--- src/pkg/abre_pkg.sv ---
package abre_pkg;

  // Register byte addresses on the Avalon-MM slave.
  localparam logic [7:0] ADDR_BRIDGE_CONTROL = 8'h3E;
  localparam logic [7:0] ADDR_ERROR_COMMAND  = 8'h40;
  localparam logic [7:0] ADDR_IO_WINDOW      = 8'h1C;
  localparam logic [7:0] ADDR_MEM_WINDOW     = 8'h20;
  localparam logic [7:0] ADDR_PREF_WINDOW    = 8'h24;
  localparam logic [7:0] ADDR_BRIDGE_COMMAND = 8'h04;
  localparam logic [7:0] ADDR_IRQ_STATUS     = 8'h60;
  localparam logic [7:0] ADDR_IRQ_MASK       = 8'h64;

  // Bridge control, error command and bridge command field positions.
  localparam int BCTL_B2B_EN_BIT  = 7;
  localparam int BCTL_SECONDARY_BUS_RESET_BIT_BIT  = 6;
  localparam int BCTL_MASTER_ABORT_MODE_BIT  = 5;
  localparam int BCTL_VIDEO_BIT   = 3;
  localparam int BCTL_ISA_BIT     = 2;
  localparam int BCTL_PARITY_BIT  = 0;
  localparam int ERRCMD_TA_BIT    = 0;
  localparam int CMD_ERR_MSG_BIT  = 8;

  // Reset values.
  localparam logic [7:0]  BRIDGE_CONTROL_RST = 8'h00;
  localparam logic [7:0]  ERROR_COMMAND_RST  = 8'h00;
  localparam logic [11:0] WIN_BASE_RST       = 12'hFFF;
  localparam logic [11:0] WIN_LIMIT_RST      = 12'h000;
  localparam logic [3:0]  IO_BASE_RST        = 4'hF;
  localparam logic [3:0]  IO_LIMIT_RST       = 4'h0;

  // Legacy video decode ranges and the lower bound of the alias filter.
  localparam logic [31:0] VIDEO_MEM_LO = 32'h000A_0000;
  localparam logic [31:0] VIDEO_MEM_HI = 32'h000B_FFFF;
  localparam logic [9:0]  VIDEO_IO1_LO = 10'h3B0;
  localparam logic [9:0]  VIDEO_IO1_HI = 10'h3BB;
  localparam logic [9:0]  VIDEO_IO2_LO = 10'h3C0;
  localparam logic [9:0]  VIDEO_IO2_HI = 10'h3DF;
  localparam logic [9:0]  ISA_ALIAS_LO = 10'h100;

  // Interrupt status bit positions.
  localparam int IRQ_ERR_MSG_BIT  = 0;
  localparam int IRQ_MABORT_BIT   = 1;
  localparam int IRQ_TABORT_BIT   = 2;
  localparam int IRQ_PARITY_BIT   = 3;
  localparam int IRQ_WIDTH        = 4;

  // Transfer modes of the graphics port.
  typedef enum logic [1:0] {
    ABRE_MODE_1X,
    ABRE_MODE_2X,
    ABRE_MODE_4X
  } abre_mode_t;

  localparam logic [31:0] ALL_ONES_DATA = 32'hFFFF_FFFF;

endpackage

--- src/hdl/abre_route_err_ctrl.sv ---
`timescale 1ns/10ps
module abre_route_err_ctrl (
  input  wire logic                       ref_clk_in,
  input  wire logic                       rst_n_in,
  input  wire logic [7:0]                 avs_address_in,
  input  wire logic                       avs_read_in,
  input  wire logic                       avs_write_in,
  input  wire logic [31:0]                avs_writedata_in,
  input  wire logic [3:0]                 avs_byteenable_in,
  output logic      [31:0]                avs_readdata_out,
  output logic                            avs_waitrequest_out,
  input  wire logic                       req_valid_in,
  input  wire logic                       req_is_io_in,
  input  wire logic [31:0]                req_addr_in,
  output logic                            route_valid_out,
  output logic                            route_to_graphics_out,
  input  wire abre_pkg::abre_mode_t       xfer_mode_in,
  output logic                            back_to_back_cycles_out,
  input  wire logic                       mabort_in,
  input  wire logic                       mabort_is_read_in,
  input  wire logic [31:0]                port_rdata_in,
  output logic      [31:0]                host_rdata_out,
  output logic                            write_data_drop_out,
  input  wire logic                       addr_parity_err_in,
  input  wire logic                       data_parity_err_in,
  input  wire logic                       target_abort_in,
  output logic                            error_message_out,
  output logic                            graphics_reset_n_out,
  output logic                            irq_out
);
  import abre_pkg::*;

  logic [7:0]           bctl_q;
  logic [7:0]           errcmd_q;
  logic [15:0]          cmd_q;
  logic [3:0]           io_base_q;
  logic [3:0]           io_limit_q;
  logic [11:0]          mem_base_q;
  logic [11:0]          mem_limit_q;
  logic [11:0]          pref_base_q;
  logic [11:0]          pref_limit_q;
  logic [IRQ_WIDTH-1:0] irq_stat_q;
  logic [IRQ_WIDTH-1:0] irq_mask_q;
  logic                 ack_q;
  logic [31:0]          rdata_d;
  logic [IRQ_WIDTH-1:0] irq_event;
  logic                 bus_req;
  logic                 wr_fire;
  logic                 video_on;
  logic                 isa_on;
  logic                 parity_on;
  logic                 in_io_win;
  logic                 in_mem_win;
  logic                 video_hit;
  logic                 isa_alias;
  logic                 err_parity;
  logic                 err_tabort;

  // Register bus handshake.
  // A request is never answered in the cycle it first appears. The first held
  // cycle lets the read mux settle into the read data register, so the data
  // stands in a flip-flop at the edge where waitrequest is seen low.
  // The cost is one wait state on every access, reads and writes alike.
  // Writes use the same timing so that software sees one uniform latency.
  // One wait state: every request is answered on the second cycle it is held.
  assign bus_req             = avs_read_in | avs_write_in;
  assign avs_waitrequest_out = bus_req & ~ack_q;
  assign wr_fire             = avs_write_in & ack_q;

  // A master that holds its request past the acknowledge would otherwise
  // see a second completion; toggling keeps back-to-back requests at two
  // cycles each and never lets one held request land twice.
  // Acknowledge toggles so each held request completes exactly once.
  always_ff @(posedge ref_clk_in or negedge rst_n_in) begin
    if (!rst_n_in) begin
      ack_q <= 1'b0;
    end else begin
      ack_q <= bus_req & ~ack_q;
    end
  end

  // Bridge control holds only three writable bits: legacy video routing,
  // the alias filter and parity reporting. The fast back-to-back enable,
  // the secondary bus reset bit and the master abort mode bit always read
  // zero; writing ones to them has no effect at all, so software cannot
  // reset the graphics port or change abort handling from here.
  // The error command register keeps only its target-abort enable bit.
  // The global error message enable sits in bit 8 of the bridge command.
  // Control bits that are hardwired to zero are masked off on write.
  always_ff @(posedge ref_clk_in or negedge rst_n_in) begin
    if (!rst_n_in) begin
      bctl_q   <= BRIDGE_CONTROL_RST;
      errcmd_q <= ERROR_COMMAND_RST;
      cmd_q    <= 16'h0000;
    end else if (wr_fire && avs_byteenable_in[0]) begin
      unique case (avs_address_in)
        ADDR_BRIDGE_CONTROL: begin
          bctl_q <= 8'h00;
          bctl_q[BCTL_VIDEO_BIT]  <= avs_writedata_in[BCTL_VIDEO_BIT];
          bctl_q[BCTL_ISA_BIT]    <= avs_writedata_in[BCTL_ISA_BIT];
          bctl_q[BCTL_PARITY_BIT] <= avs_writedata_in[BCTL_PARITY_BIT];
        end
        ADDR_ERROR_COMMAND: begin
          errcmd_q <= {7'h00, avs_writedata_in[ERRCMD_TA_BIT]};
        end
        ADDR_BRIDGE_COMMAND: begin
          cmd_q[7:0] <= avs_writedata_in[7:0];
          if (avs_byteenable_in[1]) begin
            cmd_q[15:8] <= avs_writedata_in[15:8];
          end
        end
        default: begin
        end
      endcase
    end else if (wr_fire && avs_byteenable_in[1] && avs_address_in == ADDR_BRIDGE_COMMAND) begin
      cmd_q[15:8] <= avs_writedata_in[15:8];
    end
  end

  // The I/O window compares address bits 15 to 12, giving 4 KB granularity.
  // The memory windows compare address bits 31 to 20: the base acts as if
  // its low bits were zero and the limit as if they were all ones, so each
  // window covers whole 1 MB blocks, limits included.
  // Reset values leave every window empty (base above limit), so nothing
  // is forwarded to the graphics port until software opens a window or turns on legacy video routing.
  // Memory windows need all four lanes so that base and limit change together.
  // Window registers: I/O base/limit in bits 7:4 and 15:12, memory in 15:4 / 31:20.
  always_ff @(posedge ref_clk_in or negedge rst_n_in) begin
    if (!rst_n_in) begin
      io_base_q    <= IO_BASE_RST;
      io_limit_q   <= IO_LIMIT_RST;
      mem_base_q   <= WIN_BASE_RST;
      mem_limit_q  <= WIN_LIMIT_RST;
      pref_base_q  <= WIN_BASE_RST;
      pref_limit_q <= WIN_LIMIT_RST;
    end else if (wr_fire) begin
      if (avs_address_in == ADDR_IO_WINDOW) begin
        if (avs_byteenable_in[0]) io_base_q  <= avs_writedata_in[7:4];
        if (avs_byteenable_in[1]) io_limit_q <= avs_writedata_in[15:12];
      end
      if (avs_address_in == ADDR_MEM_WINDOW && avs_byteenable_in == 4'hF) begin
        mem_base_q  <= avs_writedata_in[15:4];
        mem_limit_q <= avs_writedata_in[31:20];
      end
      if (avs_address_in == ADDR_PREF_WINDOW && avs_byteenable_in == 4'hF) begin
        pref_base_q  <= avs_writedata_in[15:4];
        pref_limit_q <= avs_writedata_in[31:20];
      end
    end
  end

  // Reserved low bits of every window register read back as zero.
  // Read mux; unmapped addresses read as zero.
  always_comb begin
    rdata_d = 32'h0000_0000;
    unique case (avs_address_in)
      ADDR_BRIDGE_CONTROL: rdata_d = {24'h000000, bctl_q};
      ADDR_ERROR_COMMAND:  rdata_d = {24'h000000, errcmd_q};
      ADDR_BRIDGE_COMMAND: rdata_d = {16'h0000, cmd_q};
      ADDR_IO_WINDOW:      rdata_d = {16'h0000, io_limit_q, 4'h0, io_base_q, 4'h0};
      ADDR_MEM_WINDOW:     rdata_d = {mem_limit_q, 4'h0, mem_base_q, 4'h0};
      ADDR_PREF_WINDOW:    rdata_d = {pref_limit_q, 4'h0, pref_base_q, 4'h0};
      ADDR_IRQ_STATUS:     rdata_d = {28'h0000000, irq_stat_q};
      ADDR_IRQ_MASK:       rdata_d = {28'h0000000, irq_mask_q};
      default:             rdata_d = 32'h0000_0000;
    endcase
  end

  // The register loads only while the acknowledge is low, so the value
  // captured in the first held cycle stays put through the answering edge.
  // Read data is registered on the cycle before the acknowledging edge.
  always_ff @(posedge ref_clk_in or negedge rst_n_in) begin
    if (!rst_n_in) begin
      avs_readdata_out <= 32'h0000_0000;
    end else if (avs_read_in && !ack_q) begin
      avs_readdata_out <= rdata_d;
    end
  end

  // The decode is purely combinational on the request inputs; the result
  // is registered below, so routing appears one cycle after a request.
  // The alias filter marks the upper 768 bytes of every 1 KB block, that
  // is, any I/O address whose low ten bits are at or above 100h.
  // Address decode for host-initiated requests.
  assign video_on  = bctl_q[BCTL_VIDEO_BIT];
  assign isa_on    = bctl_q[BCTL_ISA_BIT];
  assign parity_on = bctl_q[BCTL_PARITY_BIT];
  assign in_io_win = (req_addr_in[15:12] >= io_base_q) &&
                     (req_addr_in[15:12] <= io_limit_q);
  assign in_mem_win = ((req_addr_in[31:20] >= mem_base_q) &&
                       (req_addr_in[31:20] <= mem_limit_q)) ||
                      ((req_addr_in[31:20] >= pref_base_q) &&
                       (req_addr_in[31:20] <= pref_limit_q));
  assign isa_alias = (req_addr_in[9:0] >= ISA_ALIAS_LO);

  // Address bits 15 to 10 are not looked at for I/O, so every alias of the
  // legacy video ports matches as well.
  // Legacy video ranges; I/O decodes only the low ten bits.
  always_comb begin
    if (req_is_io_in) begin
      video_hit = ((req_addr_in[9:0] >= VIDEO_IO1_LO) && (req_addr_in[9:0] <= VIDEO_IO1_HI)) ||
                  ((req_addr_in[9:0] >= VIDEO_IO2_LO) && (req_addr_in[9:0] <= VIDEO_IO2_HI));
    end else begin
      video_hit = (req_addr_in >= VIDEO_MEM_LO) && (req_addr_in <= VIDEO_MEM_HI);
    end
  end

  // Priority of the routing decision:
  // legacy video routing, when on, wins over windows and the alias filter;
  // otherwise I/O follows the I/O window minus filtered aliases;
  // otherwise memory follows the two memory windows.
  // With video routing off, legacy ranges fall through to the windows and
  // end on primary PCI unless a window covers them.
  // Routing decision, registered; a low result means primary PCI.
  always_ff @(posedge ref_clk_in or negedge rst_n_in) begin
    if (!rst_n_in) begin
      route_valid_out       <= 1'b0;
      route_to_graphics_out <= 1'b0;
    end else begin
      route_valid_out <= req_valid_in;
      if (video_on && video_hit) begin
        route_to_graphics_out <= 1'b1;
      end else if (req_is_io_in) begin
        route_to_graphics_out <= in_io_win && !(isa_on && isa_alias);
      end else begin
        route_to_graphics_out <= in_mem_win;
      end
    end
  end

  // Only one target sits on the graphics port, so the enable bit in bridge
  // control is meaningless and reads zero; the mode alone decides.
  // In 1x mode no back-to-back cycles are issued; 2x and 4x allow them.
  // Back-to-back issue depends only on transfer mode, never on a register bit.
  always_ff @(posedge ref_clk_in or negedge rst_n_in) begin
    if (!rst_n_in) begin
      back_to_back_cycles_out <= 1'b0;
    end else begin
      back_to_back_cycles_out <= (xfer_mode_in != ABRE_MODE_1X);
    end
  end

  // The abort handling is fixed: there is no mode bit to change it.
  // Read data from the port is passed through unless the transfer aborted.
  // Master abort: reads return all ones, writes are dropped.
  always_ff @(posedge ref_clk_in or negedge rst_n_in) begin
    if (!rst_n_in) begin
      host_rdata_out      <= 32'h0000_0000;
      write_data_drop_out <= 1'b0;
    end else begin
      host_rdata_out      <= mabort_in ? ALL_ONES_DATA : port_rdata_in;
      write_data_drop_out <= mabort_in && !mabort_is_read_in;
    end
  end

  // Address and data parity errors report only with parity reporting on.
  // Target aborts report only with the target-abort enable on.
  // Both kinds pass the global enable last, so clearing it silences all.
  // There is no parity error pin; raw parity errors also set the interrupt status parity bit.
  // Error messages, all behind the global enable.
  assign err_parity = (addr_parity_err_in | data_parity_err_in) & parity_on;
  assign err_tabort = target_abort_in & errcmd_q[ERRCMD_TA_BIT];

  always_ff @(posedge ref_clk_in or negedge rst_n_in) begin
    if (!rst_n_in) begin
      error_message_out <= 1'b0;
    end else begin
      error_message_out <= (err_parity | err_tabort) & cmd_q[CMD_ERR_MSG_BIT];
    end
  end

  // No register can assert this output: it is low only while the system
  // reset is low, whether that reset came from software or hardware.
  // The graphics port reset follows only the system reset.
  always_ff @(posedge ref_clk_in or negedge rst_n_in) begin
    if (!rst_n_in) begin
      graphics_reset_n_out <= 1'b0;
    end else begin
      graphics_reset_n_out <= 1'b1;
    end
  end

  // Status bits: error message sent, master abort, target abort and raw
  // parity error. Parity is recorded even when reporting is off, so that
  // software can still see it by polling.
  // A write of one clears a bit; an event in the same cycle keeps it set,
  // so no event can be lost to a clear that races it.
  // Sticky interrupt status; a new event wins over a write-one clear.
  assign irq_event[IRQ_ERR_MSG_BIT] = error_message_out;
  assign irq_event[IRQ_MABORT_BIT]  = mabort_in;
  assign irq_event[IRQ_TABORT_BIT]  = target_abort_in;
  assign irq_event[IRQ_PARITY_BIT]  = addr_parity_err_in | data_parity_err_in;

  always_ff @(posedge ref_clk_in or negedge rst_n_in) begin
    if (!rst_n_in) begin
      irq_stat_q <= '0;
      irq_mask_q <= '0;
    end else begin
      if (wr_fire && avs_byteenable_in[0] && avs_address_in == ADDR_IRQ_STATUS) begin
        irq_stat_q <= (irq_stat_q & ~avs_writedata_in[IRQ_WIDTH-1:0]) | irq_event;
      end else begin
        irq_stat_q <= irq_stat_q | irq_event;
      end
      if (wr_fire && avs_byteenable_in[0] && avs_address_in == ADDR_IRQ_MASK) begin
        irq_mask_q <= avs_writedata_in[IRQ_WIDTH-1:0];
      end
    end
  end

  // The mask resets to zero, so the interrupt stays low until enabled.
  // Level interrupt while any unmasked status bit is set.
  assign irq_out = |(irq_stat_q & irq_mask_q);

endmodule

--- config.mk ---
export PLATFORM = sky130hd
export DESIGN_NAME = abre_route_err_ctrl
export DESIGN_NICKNAME = d
export VERILOG_FILES = /design/src/pkg/abre_pkg.sv /design/src/hdl/abre_route_err_ctrl.sv
export SDC_FILE = /design/constraint.sdc
export NUM_CORES = 1
export LEC_CHECK = 0
export BUFFER_PORTS_ARGS = -buffer_cell sky130_fd_sc_hd__buf_2
export CAP_MARGIN = 25
export CORE_ASPECT_RATIO = 2
export CORE_MARGIN = 1.5
export CORE_UTILIZATION = 40
export DETAILED_ROUTE_END_ITERATION = 16
export SKIP_CTS_REPAIR_TIMING = 1
export SLEW_MARGIN = 20
export SYNTH_ARGS = -nofsm -noshare
export SYNTH_HDL_FRONTEND = slang
export SYNTH_SLANG_ARGS = --single-unit
--- constraint.sdc ---
create_clock -name ref_clk_in -period 4.3 [get_ports ref_clk_in]
set_clock_uncertainty 0.1 [all_clocks]
set_input_delay 0.43 -clock ref_clk_in [delete_from_list [all_inputs] [get_ports ref_clk_in]]
set_output_delay 0.43 -clock ref_clk_in [all_outputs]
set_load 0.02 [all_outputs]
## After elaboration in Yosys (flattened, before gate mapping)

Index checks and enable logic that the tools add are counted.

- Register bits: 155
- Bits in latches: 0
- Bits in writable memories: 0
- Memory bits (read-only): 0
- Bits of input ports: 121
- Output and inout port bits: 72
- Word-level logic and storage cells: 103
- Memories kept: 0

- $add $sub $neg: 0
- $mul: 0
- Div/mod/pow operators: 0
- Magnitude comparators: 13
- Eq/ne operators: 11
- Shifts and indexed selects: 0
- Mux-type cells: 10
- Bitwise logic cells: 14
- Reduce and logical (&&, ||, !) cells: 34

Operator list:

| operator | count |
|---|---|
| $pmux 32 s8 | 1 |
| $ge 32x20->1 const B | 1 |
| $le 32x20->1 const B | 1 |
| $mux 32 | 1 |
| $eq 8x6->1 const B | 3 |
| $eq 8x7->1 const B | 3 |
| $ge 12x12->1 | 2 |
| $le 12x12->1 | 2 |
| $mux 8 | 3 |
| $ge 10x10->1 const B | 2 |
| $le 10x10->1 const B | 2 |
| $logic_and 1x1->1 | 18 |
| $mux 16 | 1 |
| $ge 10x9->1 const B | 1 |
| $reduce_and 2->1 | 5 |
| $reduce_and 3->1 | 3 |
| $and 4x4->4 | 2 |
| $eq 8x3->1 const B | 1 |
| $eq 8x5->1 const B | 1 |
| $or 4x4->4 | 2 |
| $and 1x1->1 | 5 |
| $eq 4x4->1 const B | 1 |
| $ge 4x4->1 | 1 |
| $le 4x4->1 | 1 |
| other kinds (10) | 19 |

## Logic depth before layout (Yosys ltp)

Gate-level depths: netlist of the first run.

- Word-level depth: 6
- Mapped depth: 8

## Worst setup path before layout of the first run

OpenSTA, ideal clock, no wires.

- Path type: input -> register
- Start point: input port avs_address_in[3]
- End point: register irq_mask_q[0]
- Setup time: 128 ps
- Data arrival time: 1940 ps
- Required time: 4072 ps
- Slack: 2133 ps
- Stages: 5
- Cells stage by stage: or4_4 -> nor3b_2 -> and3_1 -> and2b_1 -> mux2_1

- Cells in the longest elaborated chain, start to end: 2

RTL lines:

| item | RTL line | text |
|---|---|---|
| start: declaration | abre_route_err_ctrl.sv:5 | `input wire logic [7:0] avs_address_in,` |
| $eq 8x7->1 | abre_route_err_ctrl.sv:304 | `if (wr_fire && avs_byteenable_in[0] && avs_address_in == ADDR_IRQ_MASK) begin` |
| $logic_and 1x1->1 | abre_route_err_ctrl.sv:304 |  |
| end signal: assignment | abre_route_err_ctrl.sv:305 | `irq_mask_q <= avs_writedata_in[IRQ_WIDTH-1:0];` |
| end: declaration | abre_route_err_ctrl.sv:43 | `logic [IRQ_WIDTH-1:0] irq_mask_q;` |

Every way passes these cells.
A chain may end at the register's enable or synchronous reset.

## Worst setup path after layout of the first run

- Start point: input port avs_address_in[3]
- End point: register cmd_q[11]

- Cells in the longest elaborated chain, start to end: 4

RTL lines:

| item | RTL line | text |
|---|---|---|
| $eq 8x3->1 * | abre_route_err_ctrl.sv:96, abre_route_err_ctrl.sv:115 |  |
| $logic_and 1x1->1 | abre_route_err_ctrl.sv:115 | `end else if (wr_fire && avs_byteenable_in[1] && avs_address_in == ADDR_BRIDGE_COMMAND) begin` |
| $reduce_bool 2->1 (no source line) | - |  |
| $reduce_and 3->1 (no source line) * | - |  |
| end signal: assignment | abre_route_err_ctrl.sv:109 | `cmd_q[15:8] <= avs_writedata_in[15:8];` |
| end signal: assignment | abre_route_err_ctrl.sv:116 | `cmd_q[15:8] <= avs_writedata_in[15:8];` |
| end: declaration | abre_route_err_ctrl.sv:35 | `logic [15:0] cmd_q;` |

Every way passes the cells marked *; elsewhere a longest branch is shown, timed or not.

==> results of run 1 <==
per-layer routing:
metal,vias to the layer above,part of all wire [%],wire length [um]
li1,2681,-,-
met1,2855,35,7100
met2,194,56,11500
met3,50,4.6,949
met4,0,4.6,946
met5,-,0,0
final cells by class:
cell class	count	area (sq um)	area share [%]
flip-flops and latches	151	3810	41.1
clock inverters	15	200	2.15
well taps	216	270	2.91
inverters	52	195	2.10
diodes	1	2.50	0.0269
clock buffers	17	425	4.58
repair buffers	188	970	10.4
multi-input cells	424	3410	36.7
sequential cells by signal (all words and copies together), names as in the netlist, 3 cells and up:
register,cells
io_limit_q,4
avs_readdata_out,28
bctl_q,3
irq_mask_q,4
io_base_q,4
cmd_q,16
irq_stat_q,4
host_rdata_out,32
pref_limit_q,12
mem_limit_q,12
mem_base_q,12
pref_base_q,12
power breakdown:
part	leakage (nW)	switching [mW]	internal [mW]
combinational	2.23	0.166	0.105
sequential	1.84	0.0103	1.45
clock	0.296	0.616	0.974
total	4.37	0.793	2.53
through the flow:
stage	hold WS [ns]	util [%]	setup WS (ns)	std cells	area [sq um]
CTS	-0.00123	50.5	1.92	1063	9290
global placement	0.342	47.1	1.53	1031	8660
finish	0.00176	50.5	1.90	1064	9290
detailed placement	0.363	47.1	1.47	1031	8660
floorplan	0.0344	-	2.13	653	7560
global route	0.00997	50.5	1.80	1064	9290
cells in the final DEF (no fill, tap or decap), types with 17 or more instances in the layout:
| master | Yosys | final |
|---|---|---|
| o21ai_2 | 20 | 20 |
| buf_2 | 10 | 178 |
| ha_1 | 56 | 56 |
| inv_1 | 52 | 52 |
| nand2_1 | 49 | 49 |
| or2_2 | 33 | 33 |
| dfrtp_1 | 123 | 123 |
| a21oi_1 | 21 | 21 |
| dfstp_2 | 28 | 28 |
| clkbuf_16 | 0 | 17 |
| mux2_2 | 69 | 69 |
| a22oi_1 | 18 | 18 |
logic make-up (layout without fill, tap and decap cells):
logic type / after synthesis / after routing / share of synthesized area, %
fa+ha+maj: 56 / 56 / 9.28
other cells: 2 / 6 / 0.0995
mux: 79 / 79 / 11.7
simple gates: 153 / 153 / 11.3
flops: 151 / 151 / 50.5
buf+inv: 78 / 272 / 4.44
compound gates: 131 / 131 / 12.7
critical path: stages:
cell	delay [ns]
buf_2	0.12
nor4_2	0.36
nand2_1	0.27
nor2_2	0.46
and4_1	0.57
mux2_2	0.40
how the worst max path moves through the flow:
stage | cells after the start | slack (ns) | end | start
2_1_floorplan | 5 | 2.13 | irq_mask_q[0] | avs_address_in[3]
3_3_place_gp | 6 | 1.53 | cmd_q[11] | avs_address_in[3]
3_5_place_dp | 6 | 1.47 | cmd_q[11] | avs_address_in[3]
4_1_cts | 6 | 1.92 | cmd_q[11] | avs_address_in[3]
5_1_grt | 6 | 1.80 | cmd_q[11] | avs_address_in[3]
6_report | 6 | 1.90 | cmd_q[11] | avs_address_in[3]
==> metrics.md, run 1 <==
| Metric | Value |
|---|---|
| RSZ-0062 raised after global routing | false |
| FF+latch count, synth | 151 |
| Clk_lat worst skew | 0.42 ns |
| Antenna violations before repair | 1 |
| Drc violations | 0 |
| Post-DR wirelength/cell | 19.3 um |
| Period utilization | 55.9% |
| Post-DP HPWL | 15.6 mm |
| Clock tree buffer depth | 2 |
| Ratio of cells with drive above 1 in the final layout | 45.1% |
| Top-Level Pins | 193 |
| Maxcap violations | 0 |
| Syn avg cell area | 11.6 sq um |
| All-layer global routing usage | 21.8% |
| Largest net degree at the start of global routing | 94 |
| Min Tclk post-route | 2.40 ns |
| Crit end category | register |
| Cell Rows | 70 |
| Number of buffers created by CTS | 17 |
| Top cell type's share of synthesized area | 40.8% |
| Met2 Track Usage GR | 41.4% |
| Total die area | 0.0198 sq mm |
| Final Hold Fails | 0 |
| Max-slew headroom | 43.2% |
| Crit Path Max Fanout | 8 |
| Setup TNS | 0 ns |
| Pre-Repair DR Iteration Count | 6 |
| Synth cell types | 56 |
| Mapped Cells | 650 |
| Cell Area, Synth | 0.00755 sq mm |
| Post-synth EDFFs | 0 |
| Reg2reg start | ack_q |
| FMAX | 416 MHz |
| Die X | 100 um |
| CTS Sinks | 151 |
| Sequential area share after synthesis | 50.5% |
| Final Slew Violations | 0 |
| Post-synth top cells | 123 x dfrtp_1, 69 x mux2_2, 56 x ha_1 |
| Min-delay worst type | in -> async |
| Die height | 197 um |
| FF-to-FF End | mem_limit_q[4] |
| Synthesis-to-finish area growth | 23.0% |
| Total power | 3.32 mW |
| Worst R2R Setup Slack | 1.97 ns |
| Yosys top cell by area | dfrtp_1 |
| Startpoint Class | input pin |
| Port buffer count | 179 |
| CTS Root Buffer Type | clkbuf_16 |
| Vias per cell | 5.43 |
| First-pass GRT wire length | 32.5 mm |
| Top cells by area, synth | dfrtp_1 41%, mux2_2 10%, dfstp_2 9.7% |
| # setup viols final | 0 |
| CTS tree | built |
| Max IR drop VDD | 0.274 mV |
| Leakage Power | 4.37 nW |
| Critical path type | in -> reg |
| Clk slew on worst S/H paths | 0.06 ns |
| # H-tree levels | 4 |
| Pwr Density | 357 mW/mm^2 |
| DR vias | 5780 |
| Status | finished, final reports clean |
| CP required | 4.50 ns |
| Asr flop ratio synth | 100% |
| Fill cells | 1709 |
| Met3 usage | 4.60% |
| CP arrival | 2.61 ns |
| Final ANT Viol Nets | 0 |
| Number of DRC markers in iteration 0 | 196 |
| Synth warn | 0 |
| FF-to-FF path depth | 4 |
| Vias in the first global route | 6417 |
| Final #Nets | 1011 |
| Starting density of the core | 41.1% |
| Grt total ovfl | 0 |
| GPL Wtd Cong | 0.885 |
| Count leader, synth | dfrtp_1 |
| Core ar. | 0.0184 sq mm |
| Main flop type after synthesis | dfrtp_1 |
| GR peak layer | met2 |
| Worst Tran Pin Value | 0.852 ns |
| Met1 Use GR | 20.5% |
| WL final | 20.5 mm |
Power figures use the tool's default switching activity.
==> inputs of run 2 (changes only) <==
--- a/config.mk
+++ b/config.mk
@@ -5,6 +5,7 @@
 export SDC_FILE = /design/constraint.sdc
 export NUM_CORES = 1
 export LEC_CHECK = 0
+export ABC_AREA = 1
 export BUFFER_PORTS_ARGS = -buffer_cell sky130_fd_sc_hd__buf_2
 export CAP_MARGIN = 25
 export CORE_ASPECT_RATIO = 2
==> constraint.sdc (replaced) <==
create_clock -name ref_clk_in -period 2.3 [get_ports ref_clk_in]
set_clock_uncertainty 0.1 [all_clocks]
set_input_delay 0.23 -clock ref_clk_in [delete_from_list [all_inputs] [get_ports ref_clk_in]]
set_output_delay 0.23 -clock ref_clk_in [all_outputs]
set_load 0.02 [all_outputs]
==> run 2 against run 1 <==
Effect of this change:
- the flow now finishes with violations (negative hold slack)
- sequential share of layout area fell by 2.5 points
- register-to-register slack got worse by 1.5 ns
- clock power increased by 79%
- critical endpoint is now route_to_graphics_out
- largest cell class unchanged
- critical path type is now reg -> reg
- utilization rose by 2.3 points
- highest routed layer unchanged
==> metrics.md, run 2 <==
| Metric | Value |
|---|---|
| Critical Path Source | pref_base_q[11] |
| Post-synth EDFFs | 0 |
| Core ar. | 0.0187 sq mm |
| Flop pwr share | 43.9% |
| Starting density of the core | 40.7% |
| GPL Wtd Cong | 0.830 |
| Sequential area share after synthesis | 49.9% |
| Period utilization | 78.1% |
| Ratio of cells with drive above 1 in the final layout | 26.3% |
| Max IR drop VDD | 0.477 mV |
| All-layer global routing usage | 22.3% |
| Switch share | 24.4% |
| Crit Path Max Fanout | 3 |
| Post-DP HPWL | 15.9 mm |
| Clock tree buffer depth | 2 |
| Asr flop ratio synth | 100% |
| Largest regs | host_rdata_out: 32 flops, avs_readdata_out: 28 flops, cmd_q: 16 flops |
| Total die area | 0.0200 sq mm |
| Commonest non-fill, non-tap cell in the layout | nand2_1 |
| Net switching power | 1.51 mW |
| Final #Nets | 1301 |
| Drc violations | 0 |
| Syn avg cell area | 8.57 sq um |
| Cell Rows | 71 |
| Setup TNS | 0 ns |
| RSZ-0062 raised after global routing | false |
| Ant. Diodes | 0 |
| Clk_lat worst skew | 0.43 ns |
| Yosys top cell by area | dfrtp_1 |
| Min Tclk post-route | 1.80 ns |
| CTS Sinks | 151 |
| CP arrival | 2.02 ns |
| Gate power share | 10.2% |
| Die X | 101 um |
| DR vias | 6665 |
| Max FFs per register | 32 |
| Status | finished, violations left |
| Clock power share | 45.9% |
| Vias per cell | 4.79 |
| Cell Area, Synth | 0.00764 sq mm |
| # H-tree levels | 4 |
| Worst R2R Setup Slack | 0.50 ns |
| Final ANT Viol Nets | 0 |
| Leakage Power | 4.84 nW |
| CTS Root Buffer Type | clkbuf_16 |
| Count leader, synth | nand2_1 |
| First-pass GRT wire length | 33.3 mm |
| Clk slew on worst S/H paths | 0.06 ns |
| Final Hold Fails | 16 |
| Main flop type after synthesis | dfrtp_1 |
| WL final | 21.4 mm |
| Biggest register | host_rdata_out |
| CP Capture Point | route_to_graphics_out |
| Largest net degree at the start of global routing | 64 |
| Max-slew headroom | 58.0% |
| Top cell type's share of synthesized area | 40.3% |
| Setup WS pre-CTS | 0.375 ns |
| Critical path type | reg -> reg |
| Top cells by area, synth | dfrtp_1 40%, nand2_1 12%, dfstp_2 9.6% |
| Final Slew Violations | 0 |
| Post-synth top cells | 237 x nand2_1, 124 x inv_1, 123 x dfrtp_1 |
| FF+latch count, synth | 151 |
| Synth cell types | 35 |
| Synthesis-to-finish area growth | 29.6% |
| Final setup margin | 0.503 ns |
| FMAX | 557 MHz |
| Antenna violations before repair | 0 |
| Int Pwr | 4.70 mW |
| Synth warn | 0 |
| Hold_ws | -0.0405 ns |
| Top-Level Pins | 193 |
| Vias in the first global route | 6755 |
| Pre-Repair DR Iteration Count | 7 |
| FF-to-FF path depth | 10 |
| Worst Tran Pin Value | 0.630 ns |
| Core Util, Final | 52.8% |
| Port buffer count | 179 |
| CP required | 2.52 ns |
| Number of buffers created by CTS | 17 |
| Failing checks | negative hold slack |
| Commonest non-fill, non-tap cells in the layout | 237 x nand2_1, 178 x buf_2, 124 x inv_1, 123 x dfrtp_1, 68 x o21ai_0 |
| Pwr Density | 627 mW/mm^2 |
| Number of DRC markers in iteration 0 | 231 |
| Reg2reg start | pref_base_q[11] |
| Die height | 198 um |
| Startpoint Class | register |
| # setup viols final | 0 |
| Min-delay worst type | in -> reg |
| Crit end category | register |
| Post-DR wirelength/cell | 15.4 um |
| CTS tree | built |
| FF-to-FF End | route_to_graphics_out |
| Grt total ovfl | 0 |
| Maxcap violations | 0 |
| Mapped Cells | 891 |
[run 2: changes by cell type in the layout (fill, tap and decap cells not counted), moves of 17 or more]
| cell | previous run | this run |
|---|---|---|
| dlygate4sd3_1 | 0 | 48 |
| o21ai_2 | 20 | 0 |
| o21ai_1 | 7 | 48 |
| nand2_1 | 49 | 237 |
| nand3_1 | 8 | 25 |
| nor2_1 | 12 | 29 |
| inv_1 | 52 | 124 |
| o22ai_1 | 0 | 22 |
| o21ai_0 | 14 | 68 |
| mux2_2 | 69 | 0 |
| a22oi_1 | 18 | 0 |
[run 2: cell type report]
| type | count | area, sq um |
|---|---|---|
| multi-input combinational | 589 | 3190 |
| tap | 255 | 319 |
| clock inverter | 12 | 154 |
| fill | 1789 | 8850 |
| timing repair buffer | 240 | 1510 |
| inverter | 125 | 469 |
| sequential | 151 | 3810 |
| clock buffer | 19 | 443 |
[run 2: worst min path at each step]
stage | from | to | slack (ns) | depth (start not counted)
6_report | avs_writedata_in[0] | irq_mask_q[0] | -0.04 | 3
2_1_floorplan | rst_n_in | ack_q | -0.17 | 0
3_5_place_dp | rst_n_in | avs_readdata_out[11] | 0.18 | 1
3_3_place_gp | rst_n_in | avs_readdata_out[31] | 0.17 | 1
4_1_cts | rst_n_in | avs_readdata_out[31] | -0.28 | 1
5_1_grt | avs_writedata_in[0] | irq_mask_q[0] | -0.000001 | 3
[run 2: cells by family (layout without fill, tap and decap cells)]
| logic type | Yosys count | count (layout) | share of synthesized area [%] |
|---|---|---|---|
| compound gates | 173 | 173 | 12.0 |
| fa+ha+maj | 56 | 56 | 9.17 |
| buf+inv | 154 | 396 | 8.42 |
| flops | 151 | 151 | 49.9 |
| other cells | 2 | 5 | 0.0983 |
| simple gates | 355 | 355 | 20.3 |
[run 2: power by group through the flow]
stage	clock network, mW	registers (mW)	logic (mW)
floorplan	0	2.82	0.229
global placement	0	2.77	0.568
detailed placement	0	2.77	0.577
CTS	2.90	2.72	0.578
global route	3.00	2.73	0.711
finish	2.85	2.73	0.634
[run 2: critical path: stages (launching register included)]
cell and delay, ns:
dfstp_2 0.53, inv_1 0.06, ha_1 0.30, a21oi_1 0.13, o21ai_0 0.09, nor2_1 0.19
nand2_1 0.08, nand2_1 0.06, nand3_1 0.07, nand2_1 0.06, inv_1 0.04
[run 2: per-layer routing]
metal,global-route usage [%],wire [um],vias up
met5,0,0,-
met4,8.45,486,0
met3,5.06,1160,30
met2,43.2,12100,230
met1,22.3,7630,3082
li1,-,-,3323
[run 2: through the flow]
stage,power (mW),instance area (sq um),cells,hold slack [ns]
2_1_floorplan,3.05,7650,894,-0.166
6_report,6.21,9900,1391,-0.0405
3_5_place_dp,3.35,8820,1312,0.179
3_3_place_gp,3.34,8820,1312,0.169
4_1_cts,6.20,9420,1343,-0.283
5_1_grt,6.44,9900,1391,-0.000000999
